<file path="src/rtl/gmj_pkg.sv">
// package: shared constants and types for the gmp justifier ends
package gmj_pkg;
   // ----------------------------------------------------------------
   // sizing
   // ----------------------------------------------------------------
   localparam int GMJ_CNT_W = 16;              // width of count fields
   localparam int GMJ_DAT_W = 8;               // width of one client word
   localparam int GMJ_FIFO_DEPTH = 4;          // words in the data fifo
   localparam int GMJ_FIFO_PTR_W = 2;          // pointer width for that depth
   localparam int GMJ_BITS_PER_BYTE = 8;       // bits in one byte
   localparam int GMJ_M_FACTOR_OPU = 8;        // m = 8 x M for opu / odtuk.ts
   localparam int GMJ_M_FACTOR_ODTUC = 128;    // m = 128 x M for odtucn.ts
   // ----------------------------------------------------------------
   // reset values
   // ----------------------------------------------------------------
   localparam logic [GMJ_CNT_W-1:0] GMJ_CNT_RST = 16'h0000;
   localparam logic [GMJ_CNT_W-1:0] GMJ_ACC_RST = 16'h0000;
   localparam logic [GMJ_CNT_W-1:0] GMJ_POS_RST = 16'h0001;
   // fill thresholds for the buffer steering
   localparam logic [GMJ_FIFO_PTR_W:0] GMJ_FILL_HI = 3'h3;
   localparam logic [GMJ_FIFO_PTR_W:0] GMJ_FILL_LO = 3'h1;
   // ----------------------------------------------------------------
   // types
   // ----------------------------------------------------------------
   typedef logic [GMJ_CNT_W-1:0] gmj_cnt_t;   // generic count
   typedef enum logic [1:0] {GMJ_IDLE, GMJ_OH, GMJ_PAY} gmj_phase_e;
endpackage : gmj_pkg

</file>
<file path="src/rtl/gmj_if.sv">
// interface: server frame link between gmp mapper and de-mapper
interface gmj_if #(
   parameter int DW = 8,
   parameter int CW = 16
) (
   input wire logic ref_clk,
   input wire logic rst
);
   logic frame_start;        // one-cycle pulse at server frame start
   logic oh_valid;           // overhead counts valid, one cycle
   logic [CW-1:0] cm_oh;     // m-bit count carried in overhead
   logic [CW-1:0] cnd_oh;    // accumulated remainder in overhead
   logic pay_valid;          // payload position strobe
   logic pay_data_flag;      // position carries client data
   logic [DW-1:0] pay_data;  // payload word
   // mapper end drives the link
   modport mapper (
      input ref_clk, rst,
      output frame_start, oh_valid, cm_oh, cnd_oh, pay_valid, pay_data_flag, pay_data
   );
   // de-mapper end receives it
   modport demapper (
      input ref_clk, rst,
      input frame_start, oh_valid, cm_oh, cnd_oh, pay_valid, pay_data_flag, pay_data
   );
endinterface : gmj_if

</file>
<file path="src/rtl/gmj_fifo.sv">
// module: small synchronous fifo with valid/ready on both sides
module gmj_fifo
   import gmj_pkg::*;
#(
   parameter int WIDTH = GMJ_DAT_W,
   parameter int DEPTH = GMJ_FIFO_DEPTH,
   parameter int PW = GMJ_FIFO_PTR_W
) (
   // clock and reset
   input wire logic ref_clk,
   input wire logic rst,
   // fill side
   input wire logic in_valid,
   output logic in_ready,
   input wire logic [WIDTH-1:0] in_data,
   // drain side
   output logic out_valid,
   input wire logic out_ready,
   output logic [WIDTH-1:0] out_data,
   // fill level
   output logic [PW:0] level
);
   // ----------------------------------------------------------------
   // state
   // ----------------------------------------------------------------
   typedef struct packed {
      logic [PW-1:0] wp;  // write pointer
      logic [PW-1:0] rp;  // read pointer
      logic [PW:0] cnt;   // words held
   } gmj_fifo_s;
   gmj_fifo_s st_r, st_nxt;
   logic [WIDTH-1:0] mem [DEPTH];  // storage words
   logic push, pop;
   // ----------------------------------------------------------------
   // handshakes
   // ----------------------------------------------------------------
   assign in_ready = (st_r.cnt != DEPTH[PW:0]);
   assign out_valid = (st_r.cnt != '0);
   assign out_data = mem[st_r.rp];
   assign level = st_r.cnt;
   assign push = in_valid && in_ready;
   assign pop = out_valid && out_ready;
   // next pointers and count
   always_comb begin
      st_nxt = st_r;
      if (push) begin
         st_nxt.wp = st_r.wp + 1'b1;
      end
      if (pop) begin
         st_nxt.rp = st_r.rp + 1'b1;
      end
      if (push && !pop) begin
         st_nxt.cnt = st_r.cnt + 1'b1;
      end else if (pop && !push) begin
         st_nxt.cnt = st_r.cnt - 1'b1;
      end
   end
   // register state
   always_ff @(posedge ref_clk) begin
      if (rst) begin
         st_r <= '0;
      end else begin
         st_r <= st_nxt;
      end
   end
   // storage write, no reset needed
   always_ff @(posedge ref_clk) begin
      if (push) begin
         mem[st_r.wp] <= in_data;
      end
   end
endmodule : gmj_fifo

</file>
<file path="src/rtl/gmj_mapper.sv">
// module: gmp mapper end, counts client n-bit entities and sigma-delta places the client words
// ------------------------------------------------------------------
// Notes on behaviour
// - byte timing granularity is the default
// - single-bit granularity selectable for tight jitter
// - opu/odtuk.ts entity is eight times M
// - odtucn.ts entity is 128 times M
// - count alternates floor/ceiling, fraction kept
// - m-bit count never above payload capacity
// - cm is floor(cn*n/m), remainder cn minus
// - remainders accumulate; overflow adds one to cm
// - cm and remainder sum go to overhead
// - adjusted cm drives sigma-delta distribution
// - count, then overhead, then payload placement
// - client writes continuous; reads follow cm; writes here stall while the buffer is full
// - de-mapper rebuilds cn from overhead counts
// - recovered cm gates receive buffer writes
// - de-mapper paces client clock from cn
// - count adapts toward actual arriving entities
// - buffer fill steers one more/fewer entity
// - keep buffers shallow for low latency
// - count out of range flags rate mismatch
// - field j data when j*cm mod p < cm
// - leftover entities travel only in overhead
// - sigma-delta accumulator cleared each frame start
// ------------------------------------------------------------------
module gmj_mapper
   import gmj_pkg::*;
#(
   parameter int M = 1,                 // bytes per entity group
   parameter logic [GMJ_CNT_W-1:0] P_SERVER = 16'h3B80, // payload capacity
   parameter logic [GMJ_CNT_W-1:0] CN_MIN = 16'h0000,   // steady range low
   parameter logic [GMJ_CNT_W-1:0] CN_MAX = 16'hFFFF    // steady range high
) (
   // link to de-mapper
   gmj_if.mapper lnk,
   // mode selection
   input wire logic bit_gran,           // 1: n=1, 0: n=8
   input wire logic odtuc_mode,         // 1: 128 x M entity size
   // client side
   input wire logic cli_valid,
   output logic cli_ready,
   input wire logic [GMJ_DAT_W-1:0] cli_data,
   input wire logic [GMJ_CNT_W-1:0] cli_bits, // n-bit entities this cycle
   // server timing
   input wire logic srv_frame,          // server frame start pulse
   // status
   output logic rate_err
);
   // ----------------------------------------------------------------
   // state
   // ----------------------------------------------------------------
   typedef struct packed {
      gmj_phase_e ph;        // frame phase
      gmj_cnt_t cn_acc;      // n-bit entities seen this frame
      gmj_cnt_t cn;          // last frame's count
      gmj_cnt_t cm;          // latched m-bit count
      gmj_cnt_t cnd_sum;     // accumulated remainder
      gmj_cnt_t sd_acc;      // sigma-delta accumulator
      gmj_cnt_t pos;         // payload field index
      logic fs;              // frame start out
      logic ohv;             // overhead valid out
      gmj_cnt_t cm_oh;       // overhead m count
      gmj_cnt_t cnd_oh;      // overhead remainder
      logic pv;              // payload strobe out
      logic pd;              // data flag out
      logic [GMJ_DAT_W-1:0] dat; // payload word
      logic err;             // rate mismatch
   } gmj_map_s;
   // registered copy and its next value
   gmj_map_s st_r, st_nxt;
   // ----------------------------------------------------------------
   // buffer and derived sizes
   // ----------------------------------------------------------------
   logic bf_valid, bf_pop;
   logic [GMJ_DAT_W-1:0] bf_data;
   logic [GMJ_FIFO_PTR_W:0] bf_level;
   gmj_cnt_t m_over_n;        // m/n in n-bit entities
   gmj_cnt_t cm_raw, cnd_raw, cm_adj, sd_sum;
   logic [GMJ_CNT_W:0] rem_sum;
   logic is_data;
   logic ref_clk_w, rst_w;    // clock and reset handed to the buffer
   // buffer shares the link clock and its synchronous reset
   assign ref_clk_w = lnk.ref_clk;
   assign rst_w = lnk.rst;
   // client writes into the buffer while it has room; cli_ready drops when full
   gmj_fifo #(.WIDTH(GMJ_DAT_W), .DEPTH(GMJ_FIFO_DEPTH), .PW(GMJ_FIFO_PTR_W)) u_buf (
      .ref_clk(ref_clk_w),
      .rst(rst_w),
      .in_valid(cli_valid),
      .in_ready(cli_ready),
      .in_data(cli_data),
      .out_valid(bf_valid),
      .out_ready(bf_pop),
      .out_data(bf_data),
      .level(bf_level)
   );
   // entity size in n-bit units
   // byte timing divides the bit size by eight
   always_comb begin
      m_over_n = gmj_cnt_t'(odtuc_mode ? GMJ_M_FACTOR_ODTUC * M
                                        : GMJ_M_FACTOR_OPU * M);
      if (!bit_gran) begin
         m_over_n = m_over_n / gmj_cnt_t'(GMJ_BITS_PER_BYTE);
      end                                                        // n=1 keeps bits
   end
   // split the count into m-bit count and remainder
   always_comb begin
      cm_raw = st_r.cn_acc / m_over_n;
      cnd_raw = st_r.cn_acc - gmj_cnt_t'(cm_raw * m_over_n);
      rem_sum = {1'b0, st_r.cnd_sum} + {1'b0, cnd_raw};
      cm_adj = cm_raw;
      // one subtraction suffices: both parts are below m/n
      if (rem_sum >= {1'b0, m_over_n}) begin
         rem_sum = rem_sum - {1'b0, m_over_n};
         cm_adj = cm_raw + 1'b1;
      end
      // fill steering: one more when full-ish, one fewer when low
      if (bf_level >= GMJ_FILL_HI) begin
         cm_adj = cm_adj + 1'b1;
      end else if (bf_level <= GMJ_FILL_LO && cm_adj != '0) begin
         cm_adj = cm_adj - 1'b1;
      end
      // clamp keeps the count inside the payload area
      if (cm_adj > P_SERVER) begin
         cm_adj = P_SERVER;
      end
   end
   // sigma-delta decision for the current field
   assign sd_sum = st_r.sd_acc + st_r.cm;
   // overflow of the accumulator marks a data field
   assign is_data = (sd_sum >= P_SERVER);
   // reads only on data fields, so the count paces the buffer
   assign bf_pop = (st_r.ph == GMJ_PAY) && is_data;
   // next state
   always_comb begin
      st_nxt = st_r;
      st_nxt.fs = 1'b0;
      st_nxt.ohv = 1'b0;
      st_nxt.pv = 1'b0;
      st_nxt.pd = 1'b0;
      // count arriving n-bit entities this frame
      st_nxt.cn_acc = st_r.cn_acc + cli_bits;
      case (st_r.ph)
         GMJ_IDLE: begin
            // wait for the next server frame
            if (srv_frame) begin
               st_nxt.ph = GMJ_OH;
            end
         end
         GMJ_OH: begin
            // count known, now emit overhead before payload
            st_nxt.cn = st_r.cn_acc;
            st_nxt.cn_acc = cli_bits;
            st_nxt.cm = cm_adj;
            st_nxt.cnd_sum = rem_sum[GMJ_CNT_W-1:0];
            st_nxt.cm_oh = cm_adj;
            st_nxt.cnd_oh = rem_sum[GMJ_CNT_W-1:0];
            st_nxt.err = (st_r.cn_acc < CN_MIN) || (st_r.cn_acc > CN_MAX);
            st_nxt.fs = 1'b1;
            st_nxt.ohv = 1'b1;
            st_nxt.sd_acc = GMJ_ACC_RST;
            st_nxt.pos = GMJ_POS_RST;
            st_nxt.ph = GMJ_PAY;
         end
         GMJ_PAY: begin
            // one payload field per cycle
            st_nxt.pv = 1'b1;
            // an empty buffer turns a data field into stuff
            st_nxt.pd = is_data && bf_valid;
            st_nxt.dat = bf_data;
            st_nxt.sd_acc = is_data ? sd_sum - P_SERVER : sd_sum;
            st_nxt.pos = st_r.pos + 1'b1;
            // last field returns to idle
            if (st_r.pos == P_SERVER) begin
               st_nxt.ph = GMJ_IDLE;
            end
            // a new frame cuts the payload short
            if (srv_frame) begin
               st_nxt.ph = GMJ_OH;
            end
         end
         default: begin
            // unknown phase falls back to idle
            st_nxt.ph = GMJ_IDLE;
         end
      endcase
   end
   // register state
   // synchronous reset clears every field to zero
   always_ff @(posedge lnk.ref_clk) begin
      if (lnk.rst) begin
         st_r <= '0;
      end else begin
         st_r <= st_nxt;
      end
   end
   // outputs straight from flops
   assign lnk.frame_start = st_r.fs;
   assign lnk.oh_valid = st_r.ohv;
   assign lnk.cm_oh = st_r.cm_oh;
   assign lnk.cnd_oh = st_r.cnd_oh;
   assign lnk.pay_valid = st_r.pv;
   assign lnk.pay_data_flag = st_r.pd;
   assign lnk.pay_data = st_r.dat;
   assign rate_err = st_r.err;
endmodule : gmj_mapper

</file>
<file path="src/flat_wrapper.sv">
// flat-port wrapper written by rule: the top's interface ports become plain ports
module gmj_mapper_flat import gmj_pkg::*;
#(
   parameter int M = 1,                                          
   parameter logic [GMJ_CNT_W-1:0] P_SERVER = 16'h3B80,                    
   parameter logic [GMJ_CNT_W-1:0] CN_MIN = 16'h0000,                      
   parameter logic [GMJ_CNT_W-1:0] CN_MAX = 16'hFFFF                        
)
  (bit_gran, odtuc_mode, cli_valid, cli_ready, cli_data, cli_bits, srv_frame, rate_err, ref_clk, rst, lnk_frame_start, lnk_oh_valid, lnk_cm_oh, lnk_cnd_oh, lnk_pay_valid, lnk_pay_data_flag, lnk_pay_data);
  gmj_if #(.DW(8), .CW(16)) lnk_i (.ref_clk(ref_clk), .rst(rst));
  input wire logic bit_gran;
  input wire logic odtuc_mode;
  input wire logic cli_valid;
  output logic cli_ready;
  input wire logic [GMJ_DAT_W-1:0] cli_data;
  input wire logic [GMJ_CNT_W-1:0] cli_bits;
  input wire logic srv_frame;
  output logic rate_err;
  input wire logic ref_clk;
  input wire logic rst;
  output wire logic [$bits(lnk_i.frame_start)-1:0] lnk_frame_start;
  output wire logic [$bits(lnk_i.oh_valid)-1:0] lnk_oh_valid;
  output wire logic [$bits(lnk_i.cm_oh)-1:0] lnk_cm_oh;
  output wire logic [$bits(lnk_i.cnd_oh)-1:0] lnk_cnd_oh;
  output wire logic [$bits(lnk_i.pay_valid)-1:0] lnk_pay_valid;
  output wire logic [$bits(lnk_i.pay_data_flag)-1:0] lnk_pay_data_flag;
  output wire logic [$bits(lnk_i.pay_data)-1:0] lnk_pay_data;
  assign lnk_frame_start = lnk_i.frame_start;
  assign lnk_oh_valid = lnk_i.oh_valid;
  assign lnk_cm_oh = lnk_i.cm_oh;
  assign lnk_cnd_oh = lnk_i.cnd_oh;
  assign lnk_pay_valid = lnk_i.pay_valid;
  assign lnk_pay_data_flag = lnk_i.pay_data_flag;
  assign lnk_pay_data = lnk_i.pay_data;
  gmj_mapper #(.M(M), .P_SERVER(P_SERVER), .CN_MIN(CN_MIN), .CN_MAX(CN_MAX)) u_core (.lnk(lnk_i), .bit_gran(bit_gran), .odtuc_mode(odtuc_mode), .cli_valid(cli_valid), .cli_ready(cli_ready), .cli_data(cli_data), .cli_bits(cli_bits), .srv_frame(srv_frame), .rate_err(rate_err));
endmodule
</file>
<file path="config.mk">
export PLATFORM = sky130hd
export DESIGN_NAME = gmj_mapper_flat
export DESIGN_NICKNAME = d
export VERILOG_FILES = /design/src/rtl/gmj_pkg.sv /design/src/rtl/gmj_if.sv /design/src/rtl/gmj_fifo.sv /design/src/rtl/gmj_mapper.sv /design/src/flat_wrapper.sv
export SDC_FILE = /design/constraint.sdc
export NUM_CORES = 1
export LEC_CHECK = 0
export ABC_CLOCK_PERIOD_IN_PS = 71900
export CAP_MARGIN = 20
export CORE_UTILIZATION = 45
export CTS_CLUSTER_SIZE = 24
export DETAILED_ROUTE_END_ITERATION = 7
export DONT_BUFFER_PORTS = 1
export GPL_TIMING_DRIVEN = 1
export HOLD_SLACK_MARGIN = 0.08
export PLACE_DENSITY_LB_ADDON = 0.1
export SYNTH_ARGS = -nofsm -noshare
export SYNTH_HDL_FRONTEND = slang
export SYNTH_HIERARCHICAL = 1
export SYNTH_SLANG_ARGS = --single-unit
</file>
<file path="constraint.sdc">
create_clock -name ref_clk -period 71.9 [get_ports ref_clk]
set_input_delay 7.19 -clock ref_clk [delete_from_list [all_inputs] [get_ports ref_clk]]
set_output_delay 7.19 -clock ref_clk [all_outputs]
set_load 0.02 [all_outputs]
</file>
# Word level (Yosys, flattened, before mapping)
# Memories as Yosys holds them, arrays and structs flattened. A register that Yosys moved wholly into a read port is not among the register bits.
# Index checks and enable logic that the tools add are counted.
# totals
reg_bits,118
mem_bits_rw,32
in_bits,30
out_inout_bits,46
n_memories,1
# classes
addsub,14
multipliers,1
n_div,1
magnitude_cmp,7
eq_ne,6
muxes,22
bitwise,1
n_reduce_logical,17
# mem_list
name,depth,word_bits,rd,rd_ports_with_merged_regs,write_ports,line,rtl
u_core.u_buf.mem,4,8,1,1,1,gmj_fifo.sv:32,logic [WIDTH-1:0] mem [DEPTH];
# op_table
op,count
$mux 16,7
$mux 64,1
$pmux 32 s2,1
$add 16x1->16 const B,3
$mux 34,1
$add 16x16->16,2
$sub 16x16->16,2
$add 16x16->17,1
$ge 17x16->1,1
$div 16x16->16,1
$eq 16x14->1 const B,1
$ge 16x14->1 const B,1
$gt 16x14->1 const B,1
$gt 16x16->1 const B,1
$lt 16x1->1 const B,1
$mul 16x16->16,1
$reduce_bool 16->1,1
$sub 16x1->16 const B,1
$sub 16x14->16 const B,1
$mux 10,1
$mux 2,5
$mux 8,1
$logic_and 1x1->1,7
$mux 3,2
other kinds (19),24

# Longest topological paths before layout
# Gate-level depths: netlist of run 1.
# depth
ltp_word,15
mapped_depth,161

# Hierarchy
# The synthesis of run 1 kept the hierarchy.
# by_module_without_submodules
mod,n_inst,cells_per_inst,area_per_inst_um2
gmj_mapper,1,1994,15222.1
gmj_fifo,1,93,1660.3

# Worst setup path after synthesis of run 1
# OpenSTA, ideal clock, no wires.
# synth_timing
path_kind,input port to flip-flop
start,in bit_gran
end,"reg u_core.st_r, in the netlist u_core/lnk.cm_oh[0]"
arrival_ns,38.732
t_required_ns,71.839
slack_ns,33.107
path_stages,152
path_cell_list,or2_2 -> clkbuf_1 -> clkbuf_1 -> ha_1 -> or3_1 -> a22o_1 -> nand3_1 -> mux2i_1 -> nor2_1 -> nor2_1 -> ha_1 -> o21ai_0 -> a21oi_1 -> a21boi_1 -> nand3_1 -> xor2_1 -> ha_1 -> o21ai_0 -> (+116 left out) -> nand3_1 -> inv_1 -> nor2_1 -> nand3_1 -> nor4_1 -> nand2_1 -> or3_1 -> o311ai_0 -> nor3_1 -> and4b_1 -> and2_1 -> a21o_1 -> buf_2 -> o21ai_0 -> xnor2_1 -> or4_4 -> o31ai_4 -> a32o_1
# synth_between
elab_chain_cells,13
word_cells_on_any_way,16
classes_between,add/sub: 5; mul: 1; div: 1; order compare: 2; mux: 5; reduce/logical: 2
# synth_rtl
item,line,rtl
from (decl),flat_wrapper.sv:11,input wire logic bit_gran;
$mux 16 *,gmj_mapper.sv:103,if (!bit_gran) begin
$div 16x16->16,gmj_mapper.sv:109,cm_raw = st_r.cn_acc / m_over_n;
$mul 16x16->16,gmj_mapper.sv:110,cnd_raw = st_r.cn_acc - gmj_cnt_t'(cm_raw * m_over_n);
$sub 16x16->16,gmj_mapper.sv:110,
$add 16x16->17,gmj_mapper.sv:111,"rem_sum = {1'b0, st_r.cnd_sum} + {1'b0, cnd_raw};"
$ge 17x16->1,gmj_mapper.sv:114,"if (rem_sum >= {1'b0, m_over_n}) begin"
$mux 16 *,gmj_mapper.sv:114,
"parallel branches: the longest is 3 deep, another holds $sub 16x1->16",n/a,
$mux 16 *,gmj_mapper.sv:119,if (bf_level >= GMJ_FILL_HI) begin
$gt 16x14->1,gmj_mapper.sv:125,if (cm_adj > P_SERVER) begin
$mux 16 *,gmj_mapper.sv:125,
to (signal assigned),gmj_mapper.sv:195,st_r <= st_nxt;
to (decl),gmj_mapper.sv:71,"gmj_map_s st_r, st_nxt;"
# Mark *: on every way between the ends.
# A chain may end at the register's enable or synchronous reset.

# Worst setup path in the final report of run 1
# layout_timing
start,in bit_gran
end,"reg u_core.st_r, in the netlist u_core/lnk.cm_oh[1]"
# Same word-level chain as after synthesis.

==> results by group, run 1 <==
Run status
  – Status: complete, no violations

Cells and area
  – Fillcell total: about 3600
  – Most common cell after layout, fill and taps aside: nor2_1
  – Finished layout cell area: around 18000 µm²
  – Area occupied by registers: around 3000 µm²
  – Most frequent cells in the layout: nor2_1 (210), ha_1 (178), inv_1 (131)
  – Share of cells above drive strength 1: 0.0744
  – Area of the multi-input gates: about 13000 µm²
  – Synthesis-to-layout area growth: 4.00%
  – Number of diodes: 0
  – Fin cells: 2483
  – Nets: 2242

Die
  – Total die area: ~38000 µm²
  – Die X: slightly below 200 µm
  – CORE AREA: approximately 37000 µm²
  – Row Count: 70
  – Die Ht: roughly 200 µm
  – Starting density of the core: 0.459
  – I/O pin cnt: 76

Detailed routing
  – First-pass DRT Iterations: 6
  – Final WL: slightly below 50000 µm
  – Detailed-route wire length per cell: ~19 µm
  – DR DRC count: 0
  – Vias: between 10000 and 15000
  – Vias per inst: around 6
  – Detail Route Antenna Nets: 0
  – Initial detailed-routing violation count: 1114

Yosys
  – Synth area leader: ha_1
  – Post-Syn Instances: 2087
  – Post-synth EDFFs: 32
  – Most used flip-flop cell after synthesis: dfxtp_1
  – Post-synth ARST share: 0
  – Synth top area cells: ha_1 (13%), dfxtp_1 (12%), edfxtp_1 (5.7%)
  – Synth top area share: 0.133
  – Distinct cells, synth: about 110
  – Count of warnings emitted by yosys: 6
  – Mean Syn Cell Area: ~8.1 µm²
  – Flop and latch count out of synthesis: about 130
  – Area of the mapped netlist: about 17000 µm²
  – Post-synthesis sequential area ratio: 0.178
  – Synthesized Nets: ~2300

Critical path
  – FF-to-FF path depth: 138
  – Delay of the slowest critical-path stage: 0.89 ns
  – CP top delay family: compound AO/OA/AOI/OAI gates
  – Crit-path max FO: 30
  – CP Depth: 140
  – Crit end category: flip-flop
  – Crit path kind: in -> reg
  – Reg2reg end: u_core/lnk.cm_oh[1]
  – Worst path slowest cell: a21boi_1
  – Required @ worst endpoint: about 72 ns
  – R2r startpoint: u_core/st_r[139]
  – Critical path's most frequent cell: ha_1
  – Critical path buffer and inverter count: 10
  – Reg2reg setup slack: roughly 34 ns
  – Critical Path Source Type: input port
  – Crit path DAT: 45.19 ns

CTS
  – # Post-CTS Setup Buffers: 0
  – Clk sink count: around 130
  – CTS root buf: clkbuf_16
  – Cts repair resizes: 0
  – Bufs on Longest Clock Path: 2
  – Clock slew seen by the registers of the worst setup and hold paths: about 0.07 ns
  – CTS Buf Count: 17
  – CTS Hold Bufs: 0
  – Clock latency on the worst-skew pair: around 0.46 ns
  – H-tree depth: 4
  – CTS tree: done

Placement
  – Buffers on Ports: 0
  – Detailed-placement wirelength estimate: 38200 µm
  – Placed Area: 16900 µm²
  – Gpl congestion: ~0.96
  – DP Cell Count: between 2000 and 2500

Timing
  – Slew Viols, Final: 0
  – Max_slew headroom: 0.283
  – Clk_skew: 0.0196 ns
  – Final Hold Fails: 0
  – Setup TNS: 0 ns
  – Fin crit period: approximately 45 ns
  – Period utilization: 0.623
  – RSZ-0062 raised after global routing: false
  – Final setup vio count: 0
  – Worst hold slack: 0.459 ns
  – FMAX: roughly 22 MHz
  – Worst-margin pin slew: 1.07 ns

GRT
  – First-pass GRT wire length: around 80000 µm
  – Initial antenna violation count: 0
  – Number of global-route vias before repair: between 10000 and 15000
  – Grt ovf: 0
  – Global-route usage over all layers: 0.255
  – Largest net degree at the start of global routing: 50

Flow run
  – Max-cap viol count: 0

Worst hold path
  – Hold WC Path Type: reg -> reg
  – Hold wc startpoint: u_core/st_r[74]
  – Hold Path Cell Cnt: 2
  – WHS Endpoint: u_core/st_r[74]
## worst register-to-register path: cells and delay by family (launching register included)
family | cells | cell delay, ns
AOI/OAI and AO/OA | 52 | 13.61
and+or+nand+nor | 42 | 12.24
adders and majority gates | 18 | 6.04
xor gates and xnor gates | 11 | 2.04
muxes | 6 | 1.82
buffers and inverters | 9 | 1.63
DFF | 1 | 0.49
## through the flow
stage                     utilization  worst slack (ns)
final                           0.477             27.11
after global routing            0.477             24.48
after CTS                       0.477             27.66
after detailed placement        0.461             27.30
after global placement          0.461             28.51
after floorplan                     -             33.11
## registers in the layout, indices dropped and copies added (netlist names), named ones only
register / count
u_core/lnk.pay_valid: 1
u_core/u_buf/level: 3
u_core/lnk.cm_oh: 16
u_core/lnk.cnd_oh: 16
u_core/lnk.frame_start: 1
u_core/u_buf/mem: 32
u_core/st_r: 50
u_core/u_buf/st_r: 4
u_core/lnk.pay_data: 8
u_core/lnk.pay_data_flag: 1
## worst max path at each step
stage / slack (ns) / from / endpoint
detailed placement: 27.30 / bit_gran / u_core/lnk.cm_oh[1]
global placement: 28.51 / bit_gran / u_core/lnk.cm_oh[0]
CTS: 27.66 / bit_gran / u_core/lnk.cm_oh[1]
floorplan: 33.11 / bit_gran / u_core/lnk.cm_oh[0]
global route: 24.48 / bit_gran / u_core/lnk.cm_oh[1]
finish: 27.11 / bit_gran / u_core/lnk.cm_oh[1]
## per-layer routing
metal  wire [µm]  GRT usage  part of all wire  vias to the layer above
met2       21900      0.415              0.45                      388
met1       23100      0.347              0.48                     7160
met4         957     0.0700             0.020                        0
li1            -          -                 -                     7391
met5           0          0                 0                        -
met3        2530     0.0449             0.052                       58
## Yosys cell counts (all sizes together), types with 8 or more instances
library cell,instances
a2111oi,10
a211o,11
a211oi,26
a21boi,8
a21o,47
a21oi,110
a22o,25
a22oi,8
a31oi,21
and2,28
and3,25
buf,70
clkbuf,49
dfxtp,102
edfxtp,32
fa,31
ha,179
inv,132
mux2,18
mux2i,50
mux4,8
nand2,128
nand2b,23
nand3,51
nand3b,8
nand4,17
nor2,216
nor2b,22
nor3,73
nor3b,9
nor4,25
nor4b,8
o2111a,8
o211ai,13
o21a,26
o21ai,86
o21bai,24
o31ai,11
or2,26
or3,32
or4,11
xnor2,106
xor2,66
## kinds of logic (layout without fill, tap and decap cells)
group	count (synthesis)	in the layout	synth area share
xor+xnor	172	172	0.0903
mux	76	76	0.0535
simple gates	719	719	0.216
other cells	1	1	0.000222
flops	134	134	0.178
fa+ha+maj	210	210	0.169
buf+inv	252	180	0.0674
compound gates	523	523	0.225
## area by class of cell
| type | instances | area share |
|---|---|---|
| multi-input combinational | 1701 | 0.726 |
| sequential | 134 | 0.171 |
| clock buffer | 17 | 0.0242 |
| timing repair buffer | 15 | 0.00641 |
| clock inverter | 15 | 0.0104 |
| tap | 468 | 0.0333 |
| inverter | 133 | 0.0284 |
Power of run 1 is not shown: default switching activity piles up to over one toggle a cycle in this logic, so the estimate is an artifact.
==> inputs of run 2 (changes only) <==
--- a/config.mk
+++ b/config.mk
@@ -5,7 +5,8 @@
 export SDC_FILE = /design/constraint.sdc
 export NUM_CORES = 1
 export LEC_CHECK = 0
-export ABC_CLOCK_PERIOD_IN_PS = 71900
+export ABC_AREA = 1
+export ABC_CLOCK_PERIOD_IN_PS = 44400
 export CAP_MARGIN = 20
 export CORE_UTILIZATION = 45
 export CTS_CLUSTER_SIZE = 24
==> constraint.sdc (replaced) <==
create_clock -name ref_clk -period 44.4 [get_ports ref_clk]
set_input_delay 4.44 -clock ref_clk [delete_from_list [all_inputs] [get_ports ref_clk]]
set_output_delay 4.44 -clock ref_clk [all_outputs]
set_load 0.02 [all_outputs]
==> run 2 against run 1 <==
  * Critical path depth grew 38
  * Sequential share of layout area down 0.99 points
  * Flip-flop and latch count did not move
  * Count of clock-buffer cells in the layout unchanged
  * Wire length increased by 6.6%
  * Largest cell class unchanged
==> results by group, run 2 <==
Yosys
  – Count of warnings emitted by yosys: 6
  – Post-Syn Instances: roughly 2800
  – Post-synth ARST share: 0
  – Area of the mapped netlist: 17900 µm²
  – XOR/XNOR Fraction of Synth Area: 0.0530
  – Most common library cells after synthesis: nand2_1 (676), inv_1 (458), nor2_1 (321)
  – Synthesized Nets: between 3000 and 4000
  – Synth top area cells: nand2_1 (14%), ha_1 (13%), dfxtp_1 (11%)
  – Synth top area share: 0.142
  – Simple-gate portion of the synthesized area: 0.373
  – Compound-Gate Fraction of Synth Area: 0.111
  – Most used flip-flop cell after synthesis: dfxtp_1
  – Mux contribution to synthesized area: 0
  – Post-synthesis sequential area ratio: 0.168
  – Mean Syn Cell Area: about 6.3 µm²
  – Top-count cell post-synth: nand2_1
  – Distinct cells, synth: 57
  – Adder-Cell Fraction of Synth Area: 0.160
  – Post-synth EDFFs: 32
  – Largest family of logic cells by synthesized area: simple AND/OR/NAND/NOR gates
  – Synth area leader: nand2_1
  – Flop and latch count out of synthesis: ~130

Critical path
  – CP top delay family: simple AND/OR/NAND/NOR gates
  – FF-to-FF path depth: approximately 170
  – Critical path's most frequent cell: inv_1
  – Worst path slowest cell: fa_1
  – Reg2reg setup slack: around 15 ns
  – Crit end category: flip-flop
  – Crit path DAT: approximately 34 ns
  – Delay of the slowest critical-path stage: approximately 0.54 ns
  – CP Launch Point: bit_gran
  – Critical Path Source Type: input port
  – Critical path buffer and inverter count: 36
  – CP Capture Point: u_core/lnk.cm_oh[0]
  – Reg2reg end: u_core/lnk.cm_oh[0]
  – Crit path kind: in -> reg
  – Crit-path max FO: 21
  – R2r startpoint: u_core/st_r[139]
  – CP Depth: roughly 180
  – Required @ worst endpoint: between 40 and 50 ns

CTS
  – CTS Buf Count: 17
  – Clock latency on the worst-skew pair: between 0.4 and 0.5 ns
  – Bufs on Longest Clock Path: 2
  – Clk sink count: 134
  – CTS tree: done
  – H-tree depth: 4
  – CTS Hold Bufs: 0
  – CTS root buf: clkbuf_16
  – Clock slew seen by the registers of the worst setup and hold paths: about 0.060 ns
  – # Post-CTS Setup Buffers: 0
  – Cts repair resizes: 0

Die
  – I/O pin cnt: 76
  – Total die area: between 40000 and 50000 µm²
  – Die Ht: a little over 200 µm
  – Starting density of the core: 0.459
  – Row Count: just over 70
  – CORE AREA: approximately 39000 µm²
  – Die X: around 200 µm

GRT
  – Largest net degree at the start of global routing: 34
  – Grt ovf: 0
  – Number of global-route vias before repair: between 15000 and 20000
  – First-pass GRT wire length: roughly 85000 µm
  – Initial antenna violation count: 1
  – Global-route usage over all layers: 0.259

Placement
  – Buffers on Ports: 0
  – Detailed-placement wirelength estimate: about 42000 µm
  – Gpl congestion: 0.942

Detailed routing
  – Initial detailed-routing violation count: approximately 1200
  – Detailed-route wire length per cell: between 15 and 20 µm
  – Detail Route Antenna Nets: 0
  – Final WL: just over 50000 µm
  – First-pass DRT Iterations: 6
  – Vias: between 15000 and 20000
  – DR DRC count: 0
  – Vias per inst: approximately 5.3

Cells and area
  – Top flop regs: u_core/st_r: 50 flops, u_core/u_buf/mem: 32 flops
  – Most common cell after layout, fill and taps aside: nand2_1
  – Top reg by flops: u_core/st_r
  – Number of diodes: 0
  – Share of cells above drive strength 1: 0.0732
  – Most frequent cells in the layout: nand2_1 (676), inv_1 (458), nor2_1 (319)
  – Number of flip-flops in the largest register: 50
  – Synthesis-to-layout area growth: 4.40%
  – Nets: ~3000

Timing
  – Max_slew headroom: 0.450
  – Fin crit period: 33.54 ns
  – FMAX: between 20 and 30 MHz
  – RSZ-0062 raised after global routing: false
  – Final setup vio count: 0
  – Final Hold Fails: 0
  – Slew Viols, Final: 0
  – Worst-margin pin slew: about 0.8 ns
  – Setup TNS: 0 ns
  – Period utilization: 0.755
  – Clk_skew: around 0.016 ns

Worst hold path
  – Hold WC Path Type: reg -> reg

Flow run
  – Max-cap viol count: 0

Run status
  – Status: complete, no violations
run 2: routing by layer:
metal / share of wire / global-route usage / vias up
met4: 0.026 / 0.0820 / 0
met2: 0.45 / 0.439 / 435
met3: 0.053 / 0.0421 / 77
li1: - / - / 8987
met1: 0.47 / 0.333 / 7904
met5: 0 / 0 / -
run 2: worst min-delay path by stage:
stage	slack [ns]	endpoint	depth (start not counted)	from
2_1_floorplan	0.43	u_core/st_r[63]	2	u_core/st_r[63]
3_3_place_gp	0.44	u_core/st_r[65]	2	u_core/st_r[65]
3_5_place_dp	0.46	u_core/st_r[63]	2	u_core/st_r[63]
4_1_cts	0.47	u_core/st_r[63]	2	u_core/st_r[63]
5_1_grt	0.50	u_core/st_r[73]	1	u_core/st_r[73]
6_report	0.47	u_core/st_r[63]	2	u_core/st_r[63]
run 2: layout make-up:
cell class | instances | area, µm²
inverter | 482 | 1810
clock inverter | 15 | 170
fill | 4068 | 20300
multi-input combinational | 2124 | 12400
tap | 518 | 648
timing repair buffer | 15 | 133
sequential | 134 | 3000
clock buffer | 17 | 425
run 2: through the flow:
step | setup slack, ns | area [µm²] | util | hold slack [ns] | instances
after floorplan | 14.75 | 17900 | - | 0.432 | 2833
after global placement | 11.19 | 18000 | 0.463 | 0.445 | 3272
after detailed placement | 10.61 | 18000 | 0.464 | 0.458 | 3273
after CTS | 11.01 | 18600 | 0.479 | 0.473 | 3305
after global routing | 7.80 | 18600 | 0.479 | 0.502 | 3305
final | 10.86 | 18600 | 0.479 | 0.465 | 3305
run 2: cell families (layout without fill, tap and decap cells):
group / after synthesis / after routing
other: 1 / 1
buffers and inverters: 575 / 529
flip-flops: 134 / 134
adder cells (fa/ha/maj): 210 / 210
XOR/XNOR: 108 / 108
AO/OA/AOI/OAI: 336 / 336
AND/OR/NAND/NOR: 1469 / 1469
run 2: worst reg2reg max path: cells and delay by family, from the launching register on:
| family | cells | cell delay, ns |
|---|---|---|
| xor gates and xnor gates | 11 | 2.54 |
| AOI/OAI and AO/OA | 15 | 3.49 |
| DFF | 1 | 0.42 |
| buffers and inverters | 33 | 3.55 |
| and+or+nand+nor | 97 | 12.84 |
| adders and majority gates | 18 | 6.26 |
Power of run 2 is left out for the same reason.
==> inputs of run 3 (changes only) <==
--- a/config.mk
+++ b/config.mk
@@ -5,8 +5,8 @@
 export SDC_FILE = /design/constraint.sdc
 export NUM_CORES = 1
 export LEC_CHECK = 0
-export ABC_AREA = 1
-export ABC_CLOCK_PERIOD_IN_PS = 44400
+export ABC_AREA = 0
+export ABC_CLOCK_PERIOD_IN_PS = 26900
 export CAP_MARGIN = 20
 export CORE_UTILIZATION = 45
 export CTS_CLUSTER_SIZE = 24
==> constraint.sdc (replaced) <==
create_clock -name ref_clk -period 26.9 [get_ports ref_clk]
set_input_delay 2.69 -clock ref_clk [delete_from_list [all_inputs] [get_ports ref_clk]]
set_output_delay 2.69 -clock ref_clk [all_outputs]
set_load 0.02 [all_outputs]
==> run 3 against run 2 <==
  * The run now ends with negative setup slack left
  * Setup slack worse by 13 ns
  * Critical path depth is 37 lower
  * Wire length is 8.2% higher
  * Global-route usage is 2.9 points higher
  * Clock skew hardly changed
  * Critical path type unchanged
==> results by group, run 3 (same netlist as run 1, synthesis figures left out) <==
Timing
  – Clk_skew: about 0.016 ns
  – Final Hold Fails: 0
  – RSZ-0062 raised after global routing: true
  – Period utilization: 1.08
  – Slew Viols, Final: 0
  – Final setup vio count: 19
  – Worst setup margin: -2.17 ns
  – Setup TNS: -29.68 ns
  – Worst-margin pin slew: about 1.1 ns
  – FMAX: about 34 MHz
  – Fin crit period: a little under 30 ns
  – Max_slew headroom: 0.285

GRT
  – Grt ovf: 0
  – Largest net degree at the start of global routing: 50
  – Number of global-route vias before repair: ~17000
  – Initial antenna violation count: 0
  – First-pass GRT wire length: 88900 µm
  – Global-route usage over all layers: 0.288

Critical path
  – Required @ worst endpoint: around 27 ns
  – Reg2reg setup slack: -0.16 ns
  – Crit path kind: in -> reg
  – Worst path slowest cell: or4b_4
  – Crit path DAT: a little under 30 ns
  – Critical Path Source Type: input port
  – Crit-path max FO: 9
  – Delay of the slowest critical-path stage: about 0.49 ns
  – Crit end category: flip-flop
  – Critical path's most frequent cell: a21o_1

Die
  – Starting density of the core: 0.459
  – Die Ht: ~200 µm
  – I/O pin cnt: 76
  – Row Count: 70
  – Die X: between 150 and 200 µm
  – CORE AREA: roughly 37000 µm²
  – Total die area: roughly 38000 µm²

Detailed routing
  – Vias: about 17000
  – First-pass DRT Iterations: 5
  – Final WL: ~56000 µm
  – DR DRC count: 0
  – Initial detailed-routing violation count: between 800 and 900
  – Detail Route Antenna Nets: 0
  – Detailed-route wire length per cell: roughly 18 µm
  – Vias per inst: around 5.7

Placement
  – DP Cell Count: just under 3000
  – Detailed-placement wirelength estimate: 43000 µm
  – Gpl congestion: approximately 0.94
  – Buffers on Ports: 0

Cells and area
  – Nets: roughly 2800
  – Number of diodes: 0
  – Number of flip-flops in the largest register: 50
  – Most common cell after layout, fill and taps aside: buf_4
  – Top reg by flops: u_core/st_r
  – Most frequent cells in the layout: buf_4 (588), nor2_1 (190), ha_1 (146)
  – Share of cells above drive strength 1: 0.371
  – Top flop regs: u_core/st_r: 50 flops, u_core/u_buf/mem: 32 flops
  – Synthesis-to-layout area growth: 40.7%
  – Fin cells: 3072

CTS
  – Clock slew seen by the registers of the worst setup and hold paths: ~0.06 ns
  – CTS root buf: clkbuf_16
  – Bufs on Longest Clock Path: 2
  – CTS tree: done
  – H-tree depth: 4
  – CTS Buf Count: 17
  – Clock latency on the worst-skew pair: approximately 0.45 ns
  – CTS Hold Bufs: 0
  – Clk sink count: about 130

Worst hold path
  – Hold WC Path Type: reg -> reg

Run status
  – Violated checks: negative setup slack
  – Status: complete, but fails checks

Flow run
  – Max-cap viol count: 0
-- run 3: cell types whose count changed in the layout (fill, tap and decap cells not counted), moves of 51 or more --
cell     before  now
buf_4        14  588
nand2_1     676  114
inv_1       458  120
nand3_1     197   39
nor2_1      319  190
nand4_1      95   16
xnor2_1      29   93
nand2_2      61   10
-- run 3: timing repair --
action                     in CTS  in global routing
gates cloned                    0                  1
resized for setup              83                152
pin swaps                      87                 88
setup endpoints to repair      29                 30
setup buffers                  71                 31
-- run 3: final cells by class --
type | instances | area [µm²]
clock inverter | 12 | 120
inverter | 133 | 507
fill | 3122 | 13000
sequential | 134 | 3000
clock buffer | 20 | 489
timing repair buffer | 604 | 4650
tap | 468 | 586
multi-input combinational | 1701 | 14400
-- run 3: worst paths after layout --
path | from | endpoint | cells after the start
worst max register to register | u_core/st_r[138] | u_core/lnk.cm_oh[2] | 140
worst max-delay path | bit_gran | u_core/lnk.cm_oh[2] | 141
worst min register to register | u_core/st_r[65] | u_core/st_r[65] | 2
worst min-delay path | u_core/st_r[65] | u_core/st_r[65] | 2
-- run 3: metal layers --
| layer | vias up | part of all wire | global-route usage | wire, µm |
|---|---|---|---|---|
| met1 | 8442 | 0.44 | 0.353 | 24300 |
| met4 | 0 | 0.022 | 0.0946 | 1230 |
| met5 | - | 0 | 0 | 0 |
| met2 | 365 | 0.50 | 0.514 | 27800 |
| met3 | 74 | 0.045 | 0.0425 | 2510 |
| li1 | 8574 | - | - | - |
-- run 3: through the flow --
step                cell area, µm²  setup WS [ns]  hold slack [ns]   util
finish                       23800          -2.17            0.466  0.646
global placement             21100          -2.49            0.438  0.573
CTS                          22700          -1.63            0.466  0.617
global route                 23800          -3.35            0.481  0.646
floorplan                    17500          -4.04            0.429      -
detailed placement           21100          -3.02            0.450  0.573
-- run 3: worst max-delay path: cells and delay by family --
kind / cells / cell delay, ns
AO/OA/AOI/OAI: 52 / 9.57
XOR/XNOR: 11 / 1.80
adder cells (fa/ha/maj): 19 / 5.27
buffers and inverters: 11 / 1.21
multiplexers: 5 / 1.27
AND/OR/NAND/NOR: 43 / 7.55
Power of run 3 is left out for the same reason.
